===== src/peripheral_frame_decoder_map.svh =====
// address map and timing constants of the peripheral frame decoder
// Overview of operation
// - The memory bus frame is decoded straight off the processor bus with no peripheral bus stage.
// - The wide peripheral frame is reached over a 32-bit peripheral bus.
// - The narrow peripheral frame is reached over a 16-bit peripheral bus.
// - Every memory bus frame register takes both 16-bit and 32-bit reads and writes.
// - Writes to protected regions have no effect until the protect unlock instruction runs.
// - The protect lock instruction blocks protected writes again until the next unlock.
// - Flash control registers are writable only when unlocked and the code security unit permits.
// - The code security unit key words form a 16-word protected region of the memory bus frame.
// - The controller control registers accept only 32-bit reads and writes.
// - A 32-bit wide frame access falls on an even word and pairs it with the next odd word.
// - In the controller region some control bits are write protected while mailbox memory is free.
// - The narrow frame services only 16-bit accesses.
// - A 32-bit access to the narrow frame is not serviced correctly.
`ifndef PERIPHERAL_FRAME_DECODER_MAP_SVH
`define PERIPHERAL_FRAME_DECODER_MAP_SVH
`define PFD_AW        22
`define PFD_CNT_W     8
`define PFD_WAIT_MAX  8'h10
`define PFD_EMU_LO    22'h00_0880
`define PFD_EMU_HI    22'h00_09FF
`define PFD_FLS_LO    22'h00_0A80
`define PFD_FLS_HI    22'h00_0ADF
`define PFD_KEY_LO    22'h00_0AE0
`define PFD_KEY_HI    22'h00_0AEF
`define PFD_EXT_LO    22'h00_0B20
`define PFD_EXT_HI    22'h00_0B3F
`define PFD_TMR_LO    22'h00_0C00
`define PFD_TMR_HI    22'h00_0C3F
`define PFD_PIE_LO    22'h00_0CE0
`define PFD_PIE_HI    22'h00_0CFF
`define PFD_VEC_LO    22'h00_0D00
`define PFD_VEC_HI    22'h00_0DFF
`define PFD_CCTL_LO   22'h00_6000
`define PFD_CCTL_HI   22'h00_60FF
`define PFD_MBOX_LO   22'h00_6100
`define PFD_MBOX_HI   22'h00_61FF
`define PFD_SYS_LO    22'h00_7010
`define PFD_SYS_HI    22'h00_702F
`define PFD_SER_LO    22'h00_7040
`define PFD_SER_HI    22'h00_705F
`define PFD_XIN_LO    22'h00_7070
`define PFD_XIN_HI    22'h00_707F
`define PFD_MUX_LO    22'h00_70C0
`define PFD_MUX_HI    22'h00_70DF
`define PFD_DAT_LO    22'h00_70E0
`define PFD_DAT_HI    22'h00_711F
`define PFD_EVA_LO    22'h00_7400
`define PFD_EVA_HI    22'h00_743F
`define PFD_EVB_LO    22'h00_7500
`define PFD_EVB_HI    22'h00_753F
`define PFD_SCB_LO    22'h00_7750
`define PFD_SCB_HI    22'h00_775F
`define PFD_BSP_LO    22'h00_7800
`define PFD_BSP_HI    22'h00_783F
`endif


===== src/peripheral_frame_decoder_pkg.sv =====
// types of the peripheral frame decoder
`include "peripheral_frame_decoder_map.svh"
package peripheral_frame_decoder_pkg;
   typedef enum logic [1:0] {FR_NONE, FR_MEM, FR_WIDE, FR_NARROW} frame_t;
   typedef enum logic [1:0] {ST_IDLE, ST_MEM, ST_WAIT} state_t;
   typedef logic [`PFD_AW-1:0] addr_t;
   typedef struct packed {
      state_t                st;
      logic                  unlocked;
      logic [`PFD_CNT_W-1:0] cnt;
      logic                  cpu_ack;
      logic [31:0]           cpu_rdata;
      logic                  mem_req;
      logic                  wpf_req;
      logic                  npf_req;
      logic                  we;
      logic                  size32;
      addr_t                 addr;
      logic [31:0]           wdata;
      logic                  wpf_prot_ok;
   } dec_state_t;
endpackage


===== src/frame_access_gate.sv =====
// address classifier and write gate for the three frames
`timescale 1ns/1ps
`default_nettype none
`include "peripheral_frame_decoder_map.svh"
module frame_access_gate
   import peripheral_frame_decoder_pkg::*;
(
   input  wire logic [`PFD_AW-1:0] addr,
   input  wire logic               size32,
   input  wire logic               we,
   input  wire logic               unlocked,
   input  wire logic               csu_permit,
   output frame_t                  sel,
   output logic                    prot,
   output logic                    flash,
   output logic                    canctl,
   output logic                    refuse
);
   function automatic logic in_rng(input addr_t a, input addr_t lo,
                                   input addr_t hi);
      in_rng = (a >= lo) && (a <= hi);
   endfunction

   logic f0;
   logic f1;
   logic f2;
   always_comb begin
      flash  = in_rng(addr, `PFD_FLS_LO, `PFD_FLS_HI);
      canctl = in_rng(addr, `PFD_CCTL_LO, `PFD_CCTL_HI);
      // gaps between listed ranges fall through as reserved
      f0 = in_rng(addr, `PFD_EMU_LO, `PFD_EMU_HI) || flash ||
           in_rng(addr, `PFD_KEY_LO, `PFD_KEY_HI) ||
           in_rng(addr, `PFD_EXT_LO, `PFD_EXT_HI) ||
           in_rng(addr, `PFD_TMR_LO, `PFD_TMR_HI) ||
           in_rng(addr, `PFD_PIE_LO, `PFD_PIE_HI) ||
           in_rng(addr, `PFD_VEC_LO, `PFD_VEC_HI);
      f1 = canctl || in_rng(addr, `PFD_MBOX_LO, `PFD_MBOX_HI);
      f2 = in_rng(addr, `PFD_SYS_LO, `PFD_SYS_HI) ||
           in_rng(addr, `PFD_SER_LO, `PFD_SER_HI) ||
           in_rng(addr, `PFD_XIN_LO, `PFD_XIN_HI) ||
           in_rng(addr, `PFD_MUX_LO, `PFD_MUX_HI) ||
           in_rng(addr, `PFD_DAT_LO, `PFD_DAT_HI) ||
           in_rng(addr, `PFD_EVA_LO, `PFD_EVA_HI) ||
           in_rng(addr, `PFD_EVB_LO, `PFD_EVB_HI) ||
           in_rng(addr, `PFD_SCB_LO, `PFD_SCB_HI) ||
           in_rng(addr, `PFD_BSP_LO, `PFD_BSP_HI);
      prot = in_rng(addr, `PFD_EMU_LO, `PFD_EMU_HI) || flash ||
             in_rng(addr, `PFD_KEY_LO, `PFD_KEY_HI) ||
             in_rng(addr, `PFD_VEC_LO, `PFD_VEC_HI) ||
             in_rng(addr, `PFD_SYS_LO, `PFD_SYS_HI) ||
             in_rng(addr, `PFD_MUX_LO, `PFD_MUX_HI);
      if (f0) begin
         sel = FR_MEM;
      end else if (f1) begin
         sel = FR_WIDE;
      end else if (f2) begin
         sel = FR_NARROW;
      end else begin
         sel = FR_NONE;
      end
      refuse = (sel == FR_NONE) ||
               (we && prot && !unlocked) ||
               (we && flash && !csu_permit) ||
               (canctl && !size32) ||
               ((sel == FR_NARROW) && size32);
   end
endmodule // frame_access_gate
`default_nettype wire


===== src/peripheral_frame_decoder.sv =====
// decoder and access gate from the processor bus to three frames
`timescale 1ns/1ps
`default_nettype none
`include "peripheral_frame_decoder_map.svh"
module peripheral_frame_decoder
   import peripheral_frame_decoder_pkg::*;
#(
   parameter logic [`PFD_CNT_W-1:0] WAIT_MAX = `PFD_WAIT_MAX
) (
   input  wire logic                    clk_sys,
   input  wire logic                    sys_rst,
   input  wire logic                    cpu_req,
   input  wire logic                    cpu_we,
   input  wire logic                    cpu_size32,
   input  wire peripheral_frame_decoder_pkg::addr_t cpu_addr,
   input  wire logic [31:0]             cpu_wdata,
   input  wire logic                    prot_unlock,
   input  wire logic                    prot_lock,
   input  wire logic                    csu_permit,
   output logic                         cpu_ack,
   output logic [31:0]                  cpu_rdata,
   output logic                         mem_req,
   output logic                         mem_we,
   output logic                         mem_size32,
   output peripheral_frame_decoder_pkg::addr_t mem_addr,
   output logic [31:0]                  mem_wdata,
   input  wire logic [31:0]             mem_rdata,
   output logic                         wpf_req,
   output logic                         wpf_we,
   output logic                         wpf_size32,
   output peripheral_frame_decoder_pkg::addr_t wpf_addr,
   output logic [31:0]                  wpf_wdata,
   output logic                         wpf_prot_ok,
   input  wire logic [31:0]             wpf_rdata,
   input  wire logic                    wpf_ready,
   output logic                         npf_req,
   output logic                         npf_we,
   output peripheral_frame_decoder_pkg::addr_t npf_addr,
   output logic [15:0]                  npf_wdata,
   input  wire logic [15:0]             npf_rdata,
   input  wire logic                    npf_ready
);
   import peripheral_frame_decoder_pkg::*;

   dec_state_t r_q;
   dec_state_t r_d;
   frame_t     g_sel;
   logic       g_prot;
   logic       g_flash;
   logic       g_canctl;
   logic       g_refuse;

   frame_access_gate u_gate (
      .addr       (cpu_addr),
      .size32     (cpu_size32),
      .we         (cpu_we),
      .unlocked   (r_q.unlocked),
      .csu_permit (csu_permit),
      .sel        (g_sel),
      .prot       (g_prot),
      .flash      (g_flash),
      .canctl     (g_canctl),
      .refuse     (g_refuse)
   );

   always_comb begin
      r_d         = r_q;
      r_d.cpu_ack = 1'b0;
      r_d.mem_req = 1'b0;
      // lock wins when both instructions land together: fail safe
      if (prot_lock) begin
         r_d.unlocked = 1'b0;
      end else if (prot_unlock) begin
         r_d.unlocked = 1'b1;
      end
      case (r_q.st)
         ST_IDLE: begin
            if (cpu_req) begin
               r_d.we     = cpu_we;
               r_d.size32 = cpu_size32;
               r_d.addr   = cpu_addr;
               r_d.wdata  = cpu_wdata;
               r_d.cnt    = '0;
               // refused access never strobes a frame, so nothing moves
               if (g_refuse) begin
                  r_d.cpu_ack   = 1'b1;
                  r_d.cpu_rdata = 32'h0000_0000;
               end else if (g_sel == FR_MEM) begin
                  r_d.mem_req = 1'b1;
                  r_d.st      = ST_MEM;
               end else if (g_sel == FR_WIDE) begin
                  if (cpu_size32) begin
                     r_d.addr = {cpu_addr[`PFD_AW-1:1], 1'b0};
                  end
                  r_d.wpf_req     = 1'b1;
                  r_d.wpf_prot_ok = r_q.unlocked || !g_canctl;
                  r_d.st          = ST_WAIT;
               end else begin
                  r_d.npf_req = 1'b1;
                  r_d.st      = ST_WAIT;
               end
            end
         end
         ST_MEM: begin
            r_d.cpu_ack = 1'b1;
            r_d.cpu_rdata = r_q.we ? 32'h0000_0000 : mem_rdata;
            r_d.st = ST_IDLE;
         end
         ST_WAIT: begin
            r_d.cnt = r_q.cnt + 1'b1;
            if (r_q.wpf_req && wpf_ready) begin
               r_d.cpu_rdata = r_q.we ? 32'h0000_0000 : wpf_rdata;
               r_d.wpf_req   = 1'b0;
               r_d.cpu_ack   = 1'b1;
               r_d.st        = ST_IDLE;
            end else if (r_q.npf_req && npf_ready) begin
               r_d.cpu_rdata = r_q.we ? 32'h0000_0000 :
                               {16'h0000, npf_rdata};
               r_d.npf_req   = 1'b0;
               r_d.cpu_ack   = 1'b1;
               r_d.st        = ST_IDLE;
            end else if (r_q.cnt >= WAIT_MAX) begin
               // a silent peripheral must not hang the processor
               r_d.cpu_rdata = 32'h0000_0000;
               r_d.wpf_req   = 1'b0;
               r_d.npf_req   = 1'b0;
               r_d.cpu_ack   = 1'b1;
               r_d.st        = ST_IDLE;
            end
         end
         default: begin
            r_d.st = ST_IDLE;
         end
      endcase
   end

   always_ff @(posedge clk_sys) begin
      if (sys_rst) begin
         r_q <= '0;
      end else begin
         r_q <= r_d;
      end
   end

   assign cpu_ack     = r_q.cpu_ack;
   assign cpu_rdata   = r_q.cpu_rdata;
   assign mem_req     = r_q.mem_req;
   assign mem_we      = r_q.we;
   assign mem_size32  = r_q.size32;
   assign mem_addr    = r_q.addr;
   assign mem_wdata   = r_q.wdata;
   assign wpf_req     = r_q.wpf_req;
   assign wpf_we      = r_q.we;
   assign wpf_size32  = r_q.size32;
   assign wpf_addr    = r_q.addr;
   assign wpf_wdata   = r_q.wdata;
   assign wpf_prot_ok = r_q.wpf_prot_ok;
   assign npf_req     = r_q.npf_req;
   assign npf_we      = r_q.we;
   assign npf_addr    = r_q.addr;
   assign npf_wdata   = r_q.wdata[15:0];

   logic idle_req;
   assign idle_req = (r_q.st == ST_IDLE) && cpu_req;

   property p_mem_direct;
      @(posedge clk_sys) disable iff (sys_rst)
      idle_req && !g_refuse && (g_sel == FR_MEM) |=>
         mem_req && !wpf_req && !npf_req ##1 cpu_ack && !mem_req;
   endproperty
   a_mem_direct: assert property (p_mem_direct)
      else $error("memory frame access not one strobe then ack");

   property p_reset_locked;
      @(posedge clk_sys) sys_rst |=> !r_q.unlocked;
   endproperty
   a_reset_locked: assert property (p_reset_locked)
      else $error("protection not locked after reset");

   property p_unlock;
      @(posedge clk_sys) disable iff (sys_rst)
      prot_unlock && !prot_lock |=> r_q.unlocked;
   endproperty
   a_unlock: assert property (p_unlock)
      else $error("unlock instruction did not unlock");

   property p_lock;
      @(posedge clk_sys) disable iff (sys_rst)
      prot_lock ##1 (!prot_unlock)[*2] |-> !r_q.unlocked;
   endproperty
   a_lock: assert property (p_lock)
      else $error("lock instruction did not hold lock");

   property p_locked_block;
      @(posedge clk_sys) disable iff (sys_rst)
      idle_req && cpu_we && g_prot && !r_q.unlocked |=>
         cpu_ack && !mem_req && !npf_req;
   endproperty
   a_locked_block: assert property (p_locked_block)
      else $error("protected write passed while locked");

   property p_flash_gate;
      @(posedge clk_sys) disable iff (sys_rst)
      idle_req && cpu_we && g_flash && !csu_permit |=> !mem_req;
   endproperty
   a_flash_gate: assert property (p_flash_gate)
      else $error("flash write passed without security permit");

   property p_even_pair;
      @(posedge clk_sys) disable iff (sys_rst)
      wpf_req && wpf_size32 |-> !wpf_addr[0];
   endproperty
   a_even_pair: assert property (p_even_pair)
      else $error("wide frame 32-bit access on odd word");

   property p_canctl32;
      @(posedge clk_sys) disable iff (sys_rst)
      idle_req && g_canctl && !cpu_size32 |=>
         !wpf_req && cpu_ack && (cpu_rdata == 32'h0000_0000);
   endproperty
   a_canctl32: assert property (p_canctl32)
      else $error("16-bit access reached controller control");

   property p_narrow32;
      @(posedge clk_sys) disable iff (sys_rst)
      idle_req && (g_sel == FR_NARROW) && cpu_size32 |=> !npf_req;
   endproperty
   a_narrow32: assert property (p_narrow32)
      else $error("32-bit access reached narrow frame");

   property p_reserved;
      @(posedge clk_sys) disable iff (sys_rst)
      idle_req && (g_sel == FR_NONE) |=>
         cpu_ack && (cpu_rdata == 32'h0000_0000) &&
         !mem_req && !wpf_req && !npf_req;
   endproperty
   a_reserved: assert property (p_reserved)
      else $error("reserved access not discarded with zero");

   property p_wait_bound;
      @(posedge clk_sys) disable iff (sys_rst)
      (wpf_req || npf_req) |-> (r_q.cnt <= WAIT_MAX);
   endproperty
   a_wait_bound: assert property (p_wait_bound)
      else $error("peripheral wait exceeded its bound");
endmodule // peripheral_frame_decoder
`default_nettype wire


===== config.mk =====
export PLATFORM = sky130hd
export DESIGN_NAME = peripheral_frame_decoder
export DESIGN_NICKNAME = d
export VERILOG_FILES = /design/src/peripheral_frame_decoder_pkg.sv /design/src/frame_access_gate.sv /design/src/peripheral_frame_decoder.sv
export VERILOG_INCLUDE_DIRS = /design/src
export SDC_FILE = /design/constraint.sdc
export NUM_CORES = 1
export LEC_CHECK = 0
export BUFFER_PORTS_ARGS = -buffer_cell sky130_fd_sc_hd__buf_2
export CORE_AREA = 2 2 127 129
export DETAILED_ROUTE_END_ITERATION = 8
export DIE_AREA = 0 0 129 131
export GPL_TIMING_DRIVEN = 0
export PLACE_DENSITY = 0.77
export SLEW_MARGIN = 30
export SYNTH_ARGS = -nofsm -noshare
export SYNTH_HDL_FRONTEND = slang
export SYNTH_SLANG_ARGS = --single-unit

===== constraint.sdc =====
create_clock -name clk_sys -period 2.8 [get_ports clk_sys]
set_clock_uncertainty 0.1 [all_clocks]
set_input_delay 0.14 -clock clk_sys [delete_from_list [all_inputs] [get_ports clk_sys]]
set_output_delay 0.14 -clock clk_sys [all_outputs]
set_load 0.05 [all_outputs]

Word level (Yosys, flattened, before mapping):

Index checks and enable logic that the tools add are counted.

* bits in registers: 104
* bits of input ports: 144
* output and inout port bits: 188

* add/subtract/negate cells: 1
* $lt $le $gt $ge: 37
* equal/unequal tests: 16
* mux-type cells: 37
* bitwise logic cells: 4
* reduce and logical (&&, ||, !) cells: 66

Operator list (count)
* $ge A22 B15 Y1 const B: 11
* $le A22 B15 Y1 const B: 11
* $ge A22 B12 Y1 const B: 7
* $le A22 B12 Y1 const B: 7
* $mux W33: 4
* $mux W101: 1
* $pmux W33 S3: 1
* $mux W32: 2
* $logic_and A1 B1 Y1: 26
* $logic_or A1 B1 Y1: 23
* $mux W2: 10
* $mux W16: 1
* $pmux W8 S2: 1
* $mux W1: 14
* $ne A2 B2 Y1 const B: 7
* $reduce_and A7 Y1: 2
* $ne A3 B3 Y1 const B: 3
* $add A8 B1 Y8 const B: 1
* $ge A8 B5 Y1 const B: 1
* $pmux W2 S2: 2
* $eq A2 B2 Y1 const B: 3
* $reduce_and A5 Y1: 1
* $eq A2 B1 Y1 const B: 2
* $logic_not A1 Y1: 4
* other kinds (11): 16

Logic depth before layout (Yosys ltp):

Gate-level depths: netlist of run 1.

* depth in word-level cells: 21
* mapped depth: 9
* gate-level depth less buffers: 7

Cells and area by module:

Synthesis of run 1 repeated with hierarchy kept, for this count alone.

* cell total of the unflattened synthesis: 738
* area, all modules: 6122.1 sq um

By module, submodules not included
* peripheral_frame_decoder: instances 1, cells an instance 670, area an instance 5649.2 sq um
* frame_access_gate: instances 1, cells an instance 68, area an instance 473.0 sq um

Least setup slack after synthesis of run 1:

OpenSTA, ideal clock, no wires.

* kind: in2reg
* start point: input port cpu_addr[16]
* end point: register r_q (netlist bit cpu_rdata[18])
* library setup time: 0.072 ns
* arrival: 2.358 ns
* required time: 2.628 ns
* path slack: 0.270 ns
* stages on the path: 9
* path buffers: 2
* cell sequence: or4_4 > buf_6 > or4_4 > a211oi_2 > nor4bb_1 > a211o_4 > a21oi_4 > buf_6 > o2bb2ai_2

* cells in the longest elaborated chain, start to end: 20
* elaborated cells on any way between the ends: 89

RTL lines
* from (decl): RTL line peripheral_frame_decoder.sv:15 `input wire peripheral_frame_decoder_pkg::addr_t cpu_addr,`
* $ge A22 B15 Y1 or $le A22 B15 Y1 (tied branches): RTL line frame_access_gate.sv:21 `in_rng = (a >= lo) && (a <= hi);`
* $logic_and A1 B1 Y1: RTL line frame_access_gate.sv:21
* $logic_or A1 B1 Y1 (8 in a row): RTL line frame_access_gate.sv:38 `` f2 = in_rng(addr, `PFD_SYS_LO, `PFD_SYS_HI) || ``
* $mux W2: RTL line frame_access_gate.sv:56 `end else if (f2) begin`
* $mux W2: RTL line frame_access_gate.sv:54 `end else if (f1) begin`
* $mux W2: RTL line frame_access_gate.sv:52 `if (f0) begin`
* $logic_not A2 Y1: RTL line frame_access_gate.sv:61 `refuse = (sel == FR_NONE) ||`
* $logic_or A1 B1 Y1: RTL line frame_access_gate.sv:61
* $logic_or A1 B1 Y1: RTL line frame_access_gate.sv:62 `(we && prot && !unlocked) ||`
* $logic_or A1 B1 Y1: RTL line frame_access_gate.sv:63 `(we && flash && !csu_permit) ||`
* $logic_or A1 B1 Y1 *: RTL line frame_access_gate.sv:64 `(canctl && !size32) ||`
* $ne A2 B2 Y1 (no line) *
* $reduce_and A4 Y1 (no line) *
* to (signal assigned): RTL line peripheral_frame_decoder.sv:141 `r_q <= r_d;`
* to (decl): RTL line peripheral_frame_decoder.sv:45 `dec_state_t r_q;`

Every way passes the cells marked *; elsewhere a longest branch is shown, timed or not.
A chain may end at the register's enable or synchronous reset.

Worst setup path after layout of run 1:

* start point: input port cpu_addr[16]
* end point: register r_q (netlist bit cpu_rdata[26])

The elaborated chain is that of the path after synthesis.

==> results of run 1 <==
synthesized netlist by cell type, types with 7 or more instances:
cell type / instances
buf_4: 181
o2bb2ai_2: 10
a21boi_0: 8
a21boi_1: 9
nor4_1: 8
a21oi_1: 70
a22oi_1: 19
nand2_1: 128
nor3_1: 13
a222oi_1: 16
inv_1: 7
o21a_1: 18
clkbuf_1: 43
nand3_1: 10
nor2_1: 38
dfxtp_1: 104
path summary, 6_finish.rpt:
kind,from,endpoint
worst max register to register,r_q[102],cpu_rdata[26]
worst min-delay path,npf_rdata[9],cpu_rdata[9]
worst max-delay path,cpu_addr[16],cpu_rdata[26]
worst min register to register,mem_wdata[27],mem_wdata[27]
per-stage QoR:
| step | utilization (%) | cell area [sq um] | total power [mW] |
|---|---|---|---|
| after floorplan | - | 6260 | 2.333 |
| after global placement | 52.42 | 8177 | 2.610 |
| after detailed placement | 52.42 | 8177 | 2.620 |
| after CTS | 58.98 | 9200 | 3.944 |
| after global routing | 59.16 | 9228 | 4.080 |
| final | 59.16 | 9228 | 3.910 |
flip-flops by register name, summed over array words and instances (netlist names):
register	cells
mem_req	1
wpf_prot_ok	1
cpu_ack	1
wpf_req	1
mem_wdata	32
cpu_rdata	32
mem_size32	1
mem_we	1
npf_req	1
r_q	11
mem_addr	22
tightest hold or removal path, stage by stage:
cell,delay [ns]
buf_2,0.08
a222oi_1,0.09
o2bb2ai_2,0.13
what timing repair did:
item,CTS,global route
gates resized for setup,0,3
hold buffers,73,0
endpoints found under the hold margin,63,0
setup endpoints to repair,0,11
layout make-up:
type | instances | share of cell area [%]
clock buffer | 11 | 2.739
inverter | 7 | 0.2847
sequential | 104 | 22.56
timing repair buffer | 402 | 25.76
clock inverter | 5 | 0.4339
multi-input combinational | 437 | 28.37
antenna | 4 | 0.1085
tap | 216 | 2.929
buffer | 228 | 16.81
power breakdown:
group	leakage [nW]	switching (mW)	internal, mW	total (mW)
clock network	0.134	0.587	0.658	1.24
registers	0.849	0.0465	1.52	1.57
logic	3.65	0.700	0.395	1.10
total	4.63	1.33	2.58	3.91
kinds of logic after synthesis:
kind of cell	after synthesis
buf+inv	235
compound gates	183
xor+xnor	1
simple gates	248
flops	104
fa+ha+maj	2
mux	3
layer usage:
metal	vias to the layer above	GRT usage [%]	wire length, um
met2	314	43.45	10790
met1	3187	27.31	8491
met4	2	8.824	650
li1	3344	-	-
met3	38	6.026	1703
met5	-	0	12
==> impl_metrics.ini, run 1 <==
[outcome]
status = finished, final reports clean

[cts]
root_buffer = clkbuf_16
htreeDepth = 3
cts_buffers = 9
insertion_delay_ns = 0.35
clk_pin_slew_ns = 0.07
cts_tree = done
postCtsSetupRepairBufs = 0
cts.sink_count = 104
cts.path.max_buffers = 2

[sta]
final_hold_viol_count = 0
fin_ws_ns = 0.08717
period_needed_ns = 2.713
setup_tns_ns = 0
worst_slew_pin_slew_ns = 0.6662
slew_violations = 0
fmax_mhz = 368.6
maxSlewHeadroom_pct = 55.59
whs_ns = 0.02278
post-route-period-util_pct = 96.89
setup_violations = 0

[synth]
synthesis.nets = 922
synth_edf_count = 0
synth_top_family_by_area = buffers and inverters
yosysTopAreaCell = dfxtp_1
yosys-top-cells-area = dfxtp_1 33%, buf_4 22%, nand2_1 7.7%
synth-simple-area-share_pct = 18.97
synth_adder_area_share_pct = 0.3998
ys_ff_latch = 104
ys_seq_area_share_pct = 33.26
async_flop_share_pct = 0
synth_ff_type = dfxtp_1
syn_area_sq_um = 6260
synthMuxAreaShare_pct = 0.5197
syn_avg_cell_area_sq_um = 8.067
netlist_instances = 776
synth_top_area_share_pct = 33.26
synth-compound-area-share_pct = 21.51
synth_xor_area_share_pct = 0.1399
yosysWarnings = 0
ys_types = 63

[floorplan]
initial_core_util_pct = 40.13
die_h_um = 131
die_w_um = 129
boundaryPins = 332
coreArea_sq_um = 15600
rows = 46
die-area_sq_um = 16900

[worst_setup_path]
cp_top_family = simple AND/OR/NAND/NOR gates
path_depth = 10
cp.arrival_ns = 2.89
path_cells = buf_2 > or4_4 > buf_6 > nor4_2 > a22oi_1 > nor4bb_1 > a211o_4 > a21oi_4 > buf_6 > o2bb2ai_2
end_kind = flop
crit_slowest_cell = or4_4
cp_common_cell = buf_6
critical_path_buf_inv_count = 3
crit_fanout = 10
cpPeakStageDelay_ns = 0.53
reg2reg_depth = 6
crit_type = input pin to flop
start_kind = input pin
rrSetupSlack_ns = 0.16
required_ns = 2.97

[cells_and_area]
nNetsFinal = 1335
area_delta_synth_final_pct = 47.41
final_cell_mix = 330 x buf_2, 181 x buf_4, 128 x nand2_1
multi_input_area_sq_um = 2618
ff_latch_area_sq_um = 2082
num-fill-cells = 1408
layout.cells.non_filler = 1414
layout_commonest_cell = buf_2
drive_gt1_share_pct = 46.48

[drt]
via_per_inst = 4.869
wirelength_um = 21650
dr.pass1.iters = 6
drtIter0Drc = 431
wl_per_cell_um = 15.31
vias = 6885
ant_nets = 0
drc = 0

[grt]
grt_pass1_vias = 6290
grt_pass1_wl_um = 31910
grt.total_usage_pct = 23.97
antenna_found_initial = 5
grt_overflow = 0
grt_max_degree = 18

[hold_path]
hold_path_depth = 3
hp-class = input pin to flop

[place]
dp_slack_ns = -0.2731
gp_congestion = 0.9170
dp_cells = 1321
portBuffers = 329
dp_hpwl_um = 15920

[flow_run]
cap_violations = 0

[power]
ir_drop_mv = 0.2574
p_per_area_nw_per_um2 = 423.8
leakagePower_nw = 4.635
(Power assumes the default switching activity.)
==> run 2: changes to the inputs <==
--- a/config.mk
+++ b/config.mk
@@ -6,7 +6,7 @@
 export SDC_FILE = /design/constraint.sdc
 export NUM_CORES = 1
 export LEC_CHECK = 0
-export BUFFER_PORTS_ARGS = -buffer_cell sky130_fd_sc_hd__buf_2
+export BUFFER_PORTS_ARGS = -buffer_cell sky130_fd_sc_hd__buf_4
 export CORE_AREA = 2 2 127 129
 export DETAILED_ROUTE_END_ITERATION = 8
 export DIE_AREA = 0 0 129 131
==> run 2 against run 1 <==
Effect of this change:
- non-clock buffer count decreased by 5
- hold slack got worse by 0.0082 ns
- maximum frequency increased by 2.2%
- worst setup slack improved by 0.059 ns
- sequential share of layout area decreased by 1.7 points
- wire length increased by 0.44%
- global-route usage increased by 0.30 points
- sequential power about the same
- via count decreased by 1.1%
- critical path depth decreased by 4
- critical path type is now flop to flop
- largest cell class unchanged
==> impl_metrics.ini, run 2 (synthesized netlist as in run 1, its figures left out) <==
[worst_setup_path]
critPathLaunch = r_q[102]
reg2reg_depth = 6
crit_fanout = 10
cpPeakStageDelay_ns = 0.63
path_cells = nand2b_1 > nor2_1 > clkbuf_1 > a22oi_1 > dlygate4sd3_1 > o2bb2ai_2
r2r_start = r_q[102]
crit_type = flop to flop
start_kind = flop
worstSetupEndpoint = cpu_rdata[24]
rrSetupSlack_ns = 0.15
crit_slowest_cell = dlygate4sd3_1
end_kind = flop
cp.arrival_ns = 2.83
worstReg2RegEnd = cpu_rdata[24]
required_ns = 2.98

[cells_and_area]
layout_commonest_cell = buf_4
nNetsFinal = 1330
num-fill-cells = 1328
area_delta_synth_final_pct = 59.58
final_cell_mix = 510 x buf_4, 128 x nand2_1, 104 x dfxtp_1
n_antenna_cell = 0
drive_gt1_share_pct = 46.59
stdcell_area_sq_um = 9990
post-route-util_pct = 64.05

[flow_run]
cap_violations = 0

[sta]
fmax_mhz = 376.8
rsz0062_at_grt = false
slew_violations = 0
final_hold_viol_count = 0
maxSlewHeadroom_pct = 51.18
setup_violations = 0
period_needed_ns = 2.654
post-route-period-util_pct = 94.78
worst_slew_pin_slew_ns = 0.7324

[cts]
insertion_delay_ns = 0.34
cts_buffers = 9
clk_pin_slew_ns = 0.07
root_buffer = clkbuf_16
cts.path.max_buffers = 2
htreeDepth = 3
cts.sink_count = 104
cts_tree = done
postCtsSetupRepairBufs = 0

[place]
portBuffers = 329
placed_area_sq_um = 9000
dp_hpwl_um = 16360
gp_congestion = 0.9155

[drt]
wl_per_cell_um = 15.48
ant_nets = 0
wirelength_um = 21740
drtIter0Drc = 323
via_per_inst = 4.847
drc = 0
dr.pass1.iters = 8
vias = 6810

[grt]
grt_overflow = 0
grt.total_usage_pct = 24.27
grt_pass1_wl_um = 32100
grt_max_degree = 17
grt_pass1_vias = 6283
antenna_found_initial = 0

[floorplan]
coreArea_sq_um = 15600
die_w_um = 129
die_h_um = 131
rows = 46
boundaryPins = 332
die-area_sq_um = 16900
initial_core_util_pct = 40.13

[power]
leakagePower_nw = 4.778
p_per_area_nw_per_um2 = 408.0
ir_drop_mv = 0.3592

[hold_path]
hp-class = input pin to flop

[outcome]
status = finished, final reports clean
-- run 2: changes by cell type in the layout (fill, tap and decap cells not counted), moves of 3 or more --
cell and delta:
diode_2 -4, dlygate4sd3_1 -5, buf_4 +329, clkinv_2 +4, buf_2 -329, clkinvlp_4 -3
-- run 2: how the worst min path moves through the flow --
stage	from	endpoint	slack, ns	cells past startpoint
2_1_floorplan	prot_lock	r_q[101]	0.12	1
3_3_place_gp	prot_lock	r_q[101]	0.20	2
3_5_place_dp	prot_lock	r_q[101]	0.21	2
4_1_cts	mem_rdata[27]	cpu_rdata[27]	0.001	3
5_1_grt	mem_rdata[8]	cpu_rdata[8]	0.01	3
6_report	mem_rdata[20]	cpu_rdata[20]	0.01	3
-- run 2: metal layers --
metal,track usage (%),up-vias,wire length (um)
li1,-,3332,-
met1,28.12,3144,8570
met2,43.51,302,10920
met3,6.107,32,1747
met4,8.696,0,502
met5,0,-,0
-- run 2: final cells by class --
class	instances	area, sq um	share of cell area, %
inverter	7	26.28	0.2630
buffer	228	1551	15.53
tap	216	270.3	2.705
multi-input combinational	437	2611	26.14
sequential	104	2082	20.84
clock buffer	10	239.0	2.392
timing repair buffer	397	3151	31.54
clock inverter	6	58.81	0.5887
-- run 2: stage by stage --
step	setup WS (ns)	setup TNS (ns)	power (mW)	cells	hold WS, ns
2_1_floorplan	0.2700	0	2.333	776	0.1193
3_3_place_gp	-0.3761	-7.614	2.739	1321	0.2042
3_5_place_dp	-0.3235	-5.867	2.750	1321	0.2085
4_1_cts	0.09392	0	4.104	1405	0.001434
5_1_grt	0.009666	0	4.244	1405	0.01041
6_report	0.1463	0	4.075	1405	0.01454
-- run 2: critical path: cells and delay by family (launching register included) --
kind | cells | cell delay [ns]
flops | 1 | 0.35
buf+inv | 2 | 1.11
compound gates | 2 | 0.29
simple gates | 2 | 0.72
-- run 2: power breakdown --
part / switching [mW] / internal (mW) / total, mW / leakage (nW)
Clock: 0.568 / 0.714 / 1.28 / 0.152
Sequential: 0.0478 / 1.52 / 1.57 / 0.849
Combinational: 0.704 / 0.517 / 1.22 / 3.78
Total: 1.32 / 2.75 / 4.08 / 4.78
-- run 2: repair_timing --
action                                  CTS  global route
endpoints found under the setup margin    8             1
gates resized for setup                   1             1
hold buffers                             68             0
endpoints found under the hold margin    61             0
==> run 3: changes to the inputs <==
--- a/config.mk
+++ b/config.mk
@@ -6,12 +6,13 @@
 export SDC_FILE = /design/constraint.sdc
 export NUM_CORES = 1
 export LEC_CHECK = 0
+export ABC_AREA = 1
 export BUFFER_PORTS_ARGS = -buffer_cell sky130_fd_sc_hd__buf_4
-export CORE_AREA = 2 2 127 129
+export CORE_AREA = 2 2 128 130
 export DETAILED_ROUTE_END_ITERATION = 8
-export DIE_AREA = 0 0 129 131
+export DIE_AREA = 0 0 130 132
 export GPL_TIMING_DRIVEN = 0
-export PLACE_DENSITY = 0.77
+export PLACE_DENSITY = 0.8
 export SLEW_MARGIN = 30
 export SYNTH_ARGS = -nofsm -noshare
 export SYNTH_HDL_FRONTEND = slang
==> run 3 against run 2 <==
Effect of this change:
- non-clock buffer count fell by 13
- die area rose by 1.5%
- flip-flop and latch count did not move
- critical path depth rose by 13
- synthesized area rose by 9.7%
- global-route usage rose by 3.7 points
- sequential share of layout area fell by 1.2 points
- combinational power rose by 31%
- wire length rose by 17%
- critical endpoint is now cpu_rdata[4]
==> impl_metrics.ini, run 3 <==
[outcome]
status = finished, final reports clean

[power]
power_frac_comb_pct = 35.4
totalPowerFinal_mw = 4.508
p_seq_share_pct = 35.9
p_int_mw = 2.883
ir_drop_mv = 0.3147
p_sw_mw = 1.625
pwr-share-clk_pct = 28.7
p_sw_share_pct = 36.05
leakagePower_nw = 5.187
p_per_area_nw_per_um2 = 425.5

[place]
portBuffers = 329
dp_hpwl_um = 19360
dp_cells = 1525
gp_congestion = 0.9848

[grt]
grt.total_usage_pct = 28.00
antenna_found_initial = 0
grt_overflow = 0
grt_max_degree = 18
grt_pass1_vias = 7318
grt_pass1_wl_um = 38120

[sta]
maxSlewHeadroom_pct = 51.76
post-route-period-util_pct = 94.23
slew_violations = 0
worst_slew_pin_slew_ns = 0.7237
fmax_mhz = 379.0
setup_violations = 0
final_hold_viol_count = 0
period_needed_ns = 2.638

[cts]
clk_pin_slew_ns = 0.07
cts_tree = done
root_buffer = clkbuf_16
cts.path.max_buffers = 2
insertion_delay_ns = 0.35
htreeDepth = 3
cts.sink_count = 104
cts_buffers = 9

[drt]
dr.pass1.iters = 5
ant_nets = 0
wl_per_cell_um = 15.92
drtIter0Drc = 491
vias = 7818
drc = 0
wirelength_um = 25470
via_per_inst = 4.886

[hold_path]
hp-class = input pin to flop

[cells_and_area]
layout.cells.non_filler = 1600
n_antenna_cell = 0
layout_commonest_cell = buf_4
area_delta_synth_final_pct = 54.23
drive_gt1_share_pct = 46.24
final_cell_mix = 517 x buf_4, 139 x nor2_1, 133 x nand2_1
num-fill-cells = 1353
nNetsFinal = 1525

[synth]
netlist_instances = 980
yosys-top-cells-count = 182 x buf_4, 149 x nor2_1, 137 x nand2_1
yosysWarnings = 0
syn_area_sq_um = 6869
async_flop_share_pct = 0
synth_edf_count = 0
yosys-top-cells-area = dfxtp_1 30%, buf_4 20%, nor2_1 8.1%
ys_ff_latch = 104
syn_avg_cell_area_sq_um = 7.009
ys_seq_area_share_pct = 30.31
synthesis.nets = 1126
synthMostInstantiatedCell = buf_4
synth_top_area_share_pct = 30.31
synth_ff_type = dfxtp_1
ys_types = 40
yosysTopAreaCell = dfxtp_1

[worst_setup_path]
end_kind = flop
crit_type = input pin to flop
cpPeakStageDelay_ns = 0.54
required_ns = 2.98
rrSetupSlack_ns = 0.22
cp.arrival_ns = 2.82
path_cells = dlygate4sd3_1 > buf_4 > nor2_2 > nand2_1 > nor2_4 > nand2_2 > inv_2 > o21ai_0 > nand3_1 > nand3_1 > nor2_2 > nor2_2 > nor2_4 > nand3_4 > a21boi_4 > buf_12 > buf_12 > nand2_2 > a21oi_2
crit_fanout = 10
start_kind = input pin
cp_common_cell = nor2_2
crit_slowest_cell = dlygate4sd3_1

[floorplan]
initial_core_util_pct = 43.72
die-area_sq_um = 17160
coreArea_sq_um = 15710
boundaryPins = 332
die_w_um = 130
die_h_um = 132
rows = 46

[flow_run]
cap_violations = 0
==> run 3: worst paths after layout <==
path / start / to / cells after the start
max: cpu_addr[14] / cpu_rdata[4] / 19
min: cpu_addr[11] / mem_addr[11] / 3
max reg2reg: r_q[103] / cpu_rdata[4] / 9
min reg2reg: cpu_rdata[3] / cpu_rdata[3] / 2
==> run 3: power by group through the flow <==
| stage | clock network [mW] | registers, mW | logic [mW] |
|---|---|---|---|
| 6_report | 1.29 | 1.62 | 1.60 |
| 2_1_floorplan | 0 | 1.63 | 1.00 |
| 4_1_cts | 1.32 | 1.61 | 1.57 |
| 5_1_grt | 1.36 | 1.63 | 1.67 |
| 3_3_place_gp | 0 | 1.65 | 1.50 |
| 3_5_place_dp | 0 | 1.65 | 1.51 |
==> run 3: worst max-delay path: cells and delay by family <==
family                 cells  cell delay, ns
AND/OR/NAND/NOR           11            1.23
buffers and inverters      5            1.04
AO/OA/AOI/OAI              3            0.39
==> run 3: cell families (layout without fill, tap and decap cells) <==
family / after synthesis / after routing / share of synthesized area [%]
and+or+nand+nor: 418 / 418 / 27.54
adders and majority gates: 2 / 2 / 0.3642
AOI/OAI and AO/OA: 173 / 173 / 15.81
buffers and inverters: 283 / 687 / 25.97
DFF: 104 / 104 / 30.31
==> run 3: stage by stage <==
| step | worst slack, ns | util, % | instance area, sq um | hold WS [ns] | TNS, ns |
|---|---|---|---|---|---|
| after floorplan | 0.7540 | - | 6869 | 0.1193 | 0 |
| after global placement | -0.02015 | 61.16 | 9609 | 0.2059 | -0.03179 |
| after detailed placement | -0.07652 | 61.16 | 9609 | 0.2129 | -0.2247 |
| after CTS | 0.006566 | 66.31 | 10420 | 0.006646 | 0 |
| after global routing | -0.01618 | 67.42 | 10590 | 0.01925 | -0.04201 |
| final | 0.1617 | 67.42 | 10590 | 0.02890 | 0 |
==> run 3: timing repair <==
action	CTS	global route
endpoints found under the setup margin	6	75
gates cloned	0	1
hold buffers	51	0
gates resized for setup	1	32
pin swaps	0	8
hold endpoints to repair	50	0
buffers inserted	0	7
==> run 3: layout make-up <==
class,count,area [sq um],share of cell area (%)
Clock inverter,6,67.56,0.6378
Tap cell,216,270.3,2.551
Inverter,59,226.5,2.138
Buffer,224,1575,14.87
Clock buffer,10,229.0,2.161
Timing Repair Buffer,388,3070,28.98
Sequential cell,104,2082,19.65
Multi-Input combinational cell,593,3073,29.01
==> run 3: routing by layer <==
metal | global-route usage [%] | vias up | wire [um]
met5 | 0 | - | 0
met4 | 10.99 | 0 | 976
met3 | 5.398 | 61 | 1583
met2 | 49.07 | 305 | 12710
met1 | 33.32 | 3633 | 10190
li1 | - | 3819 | -
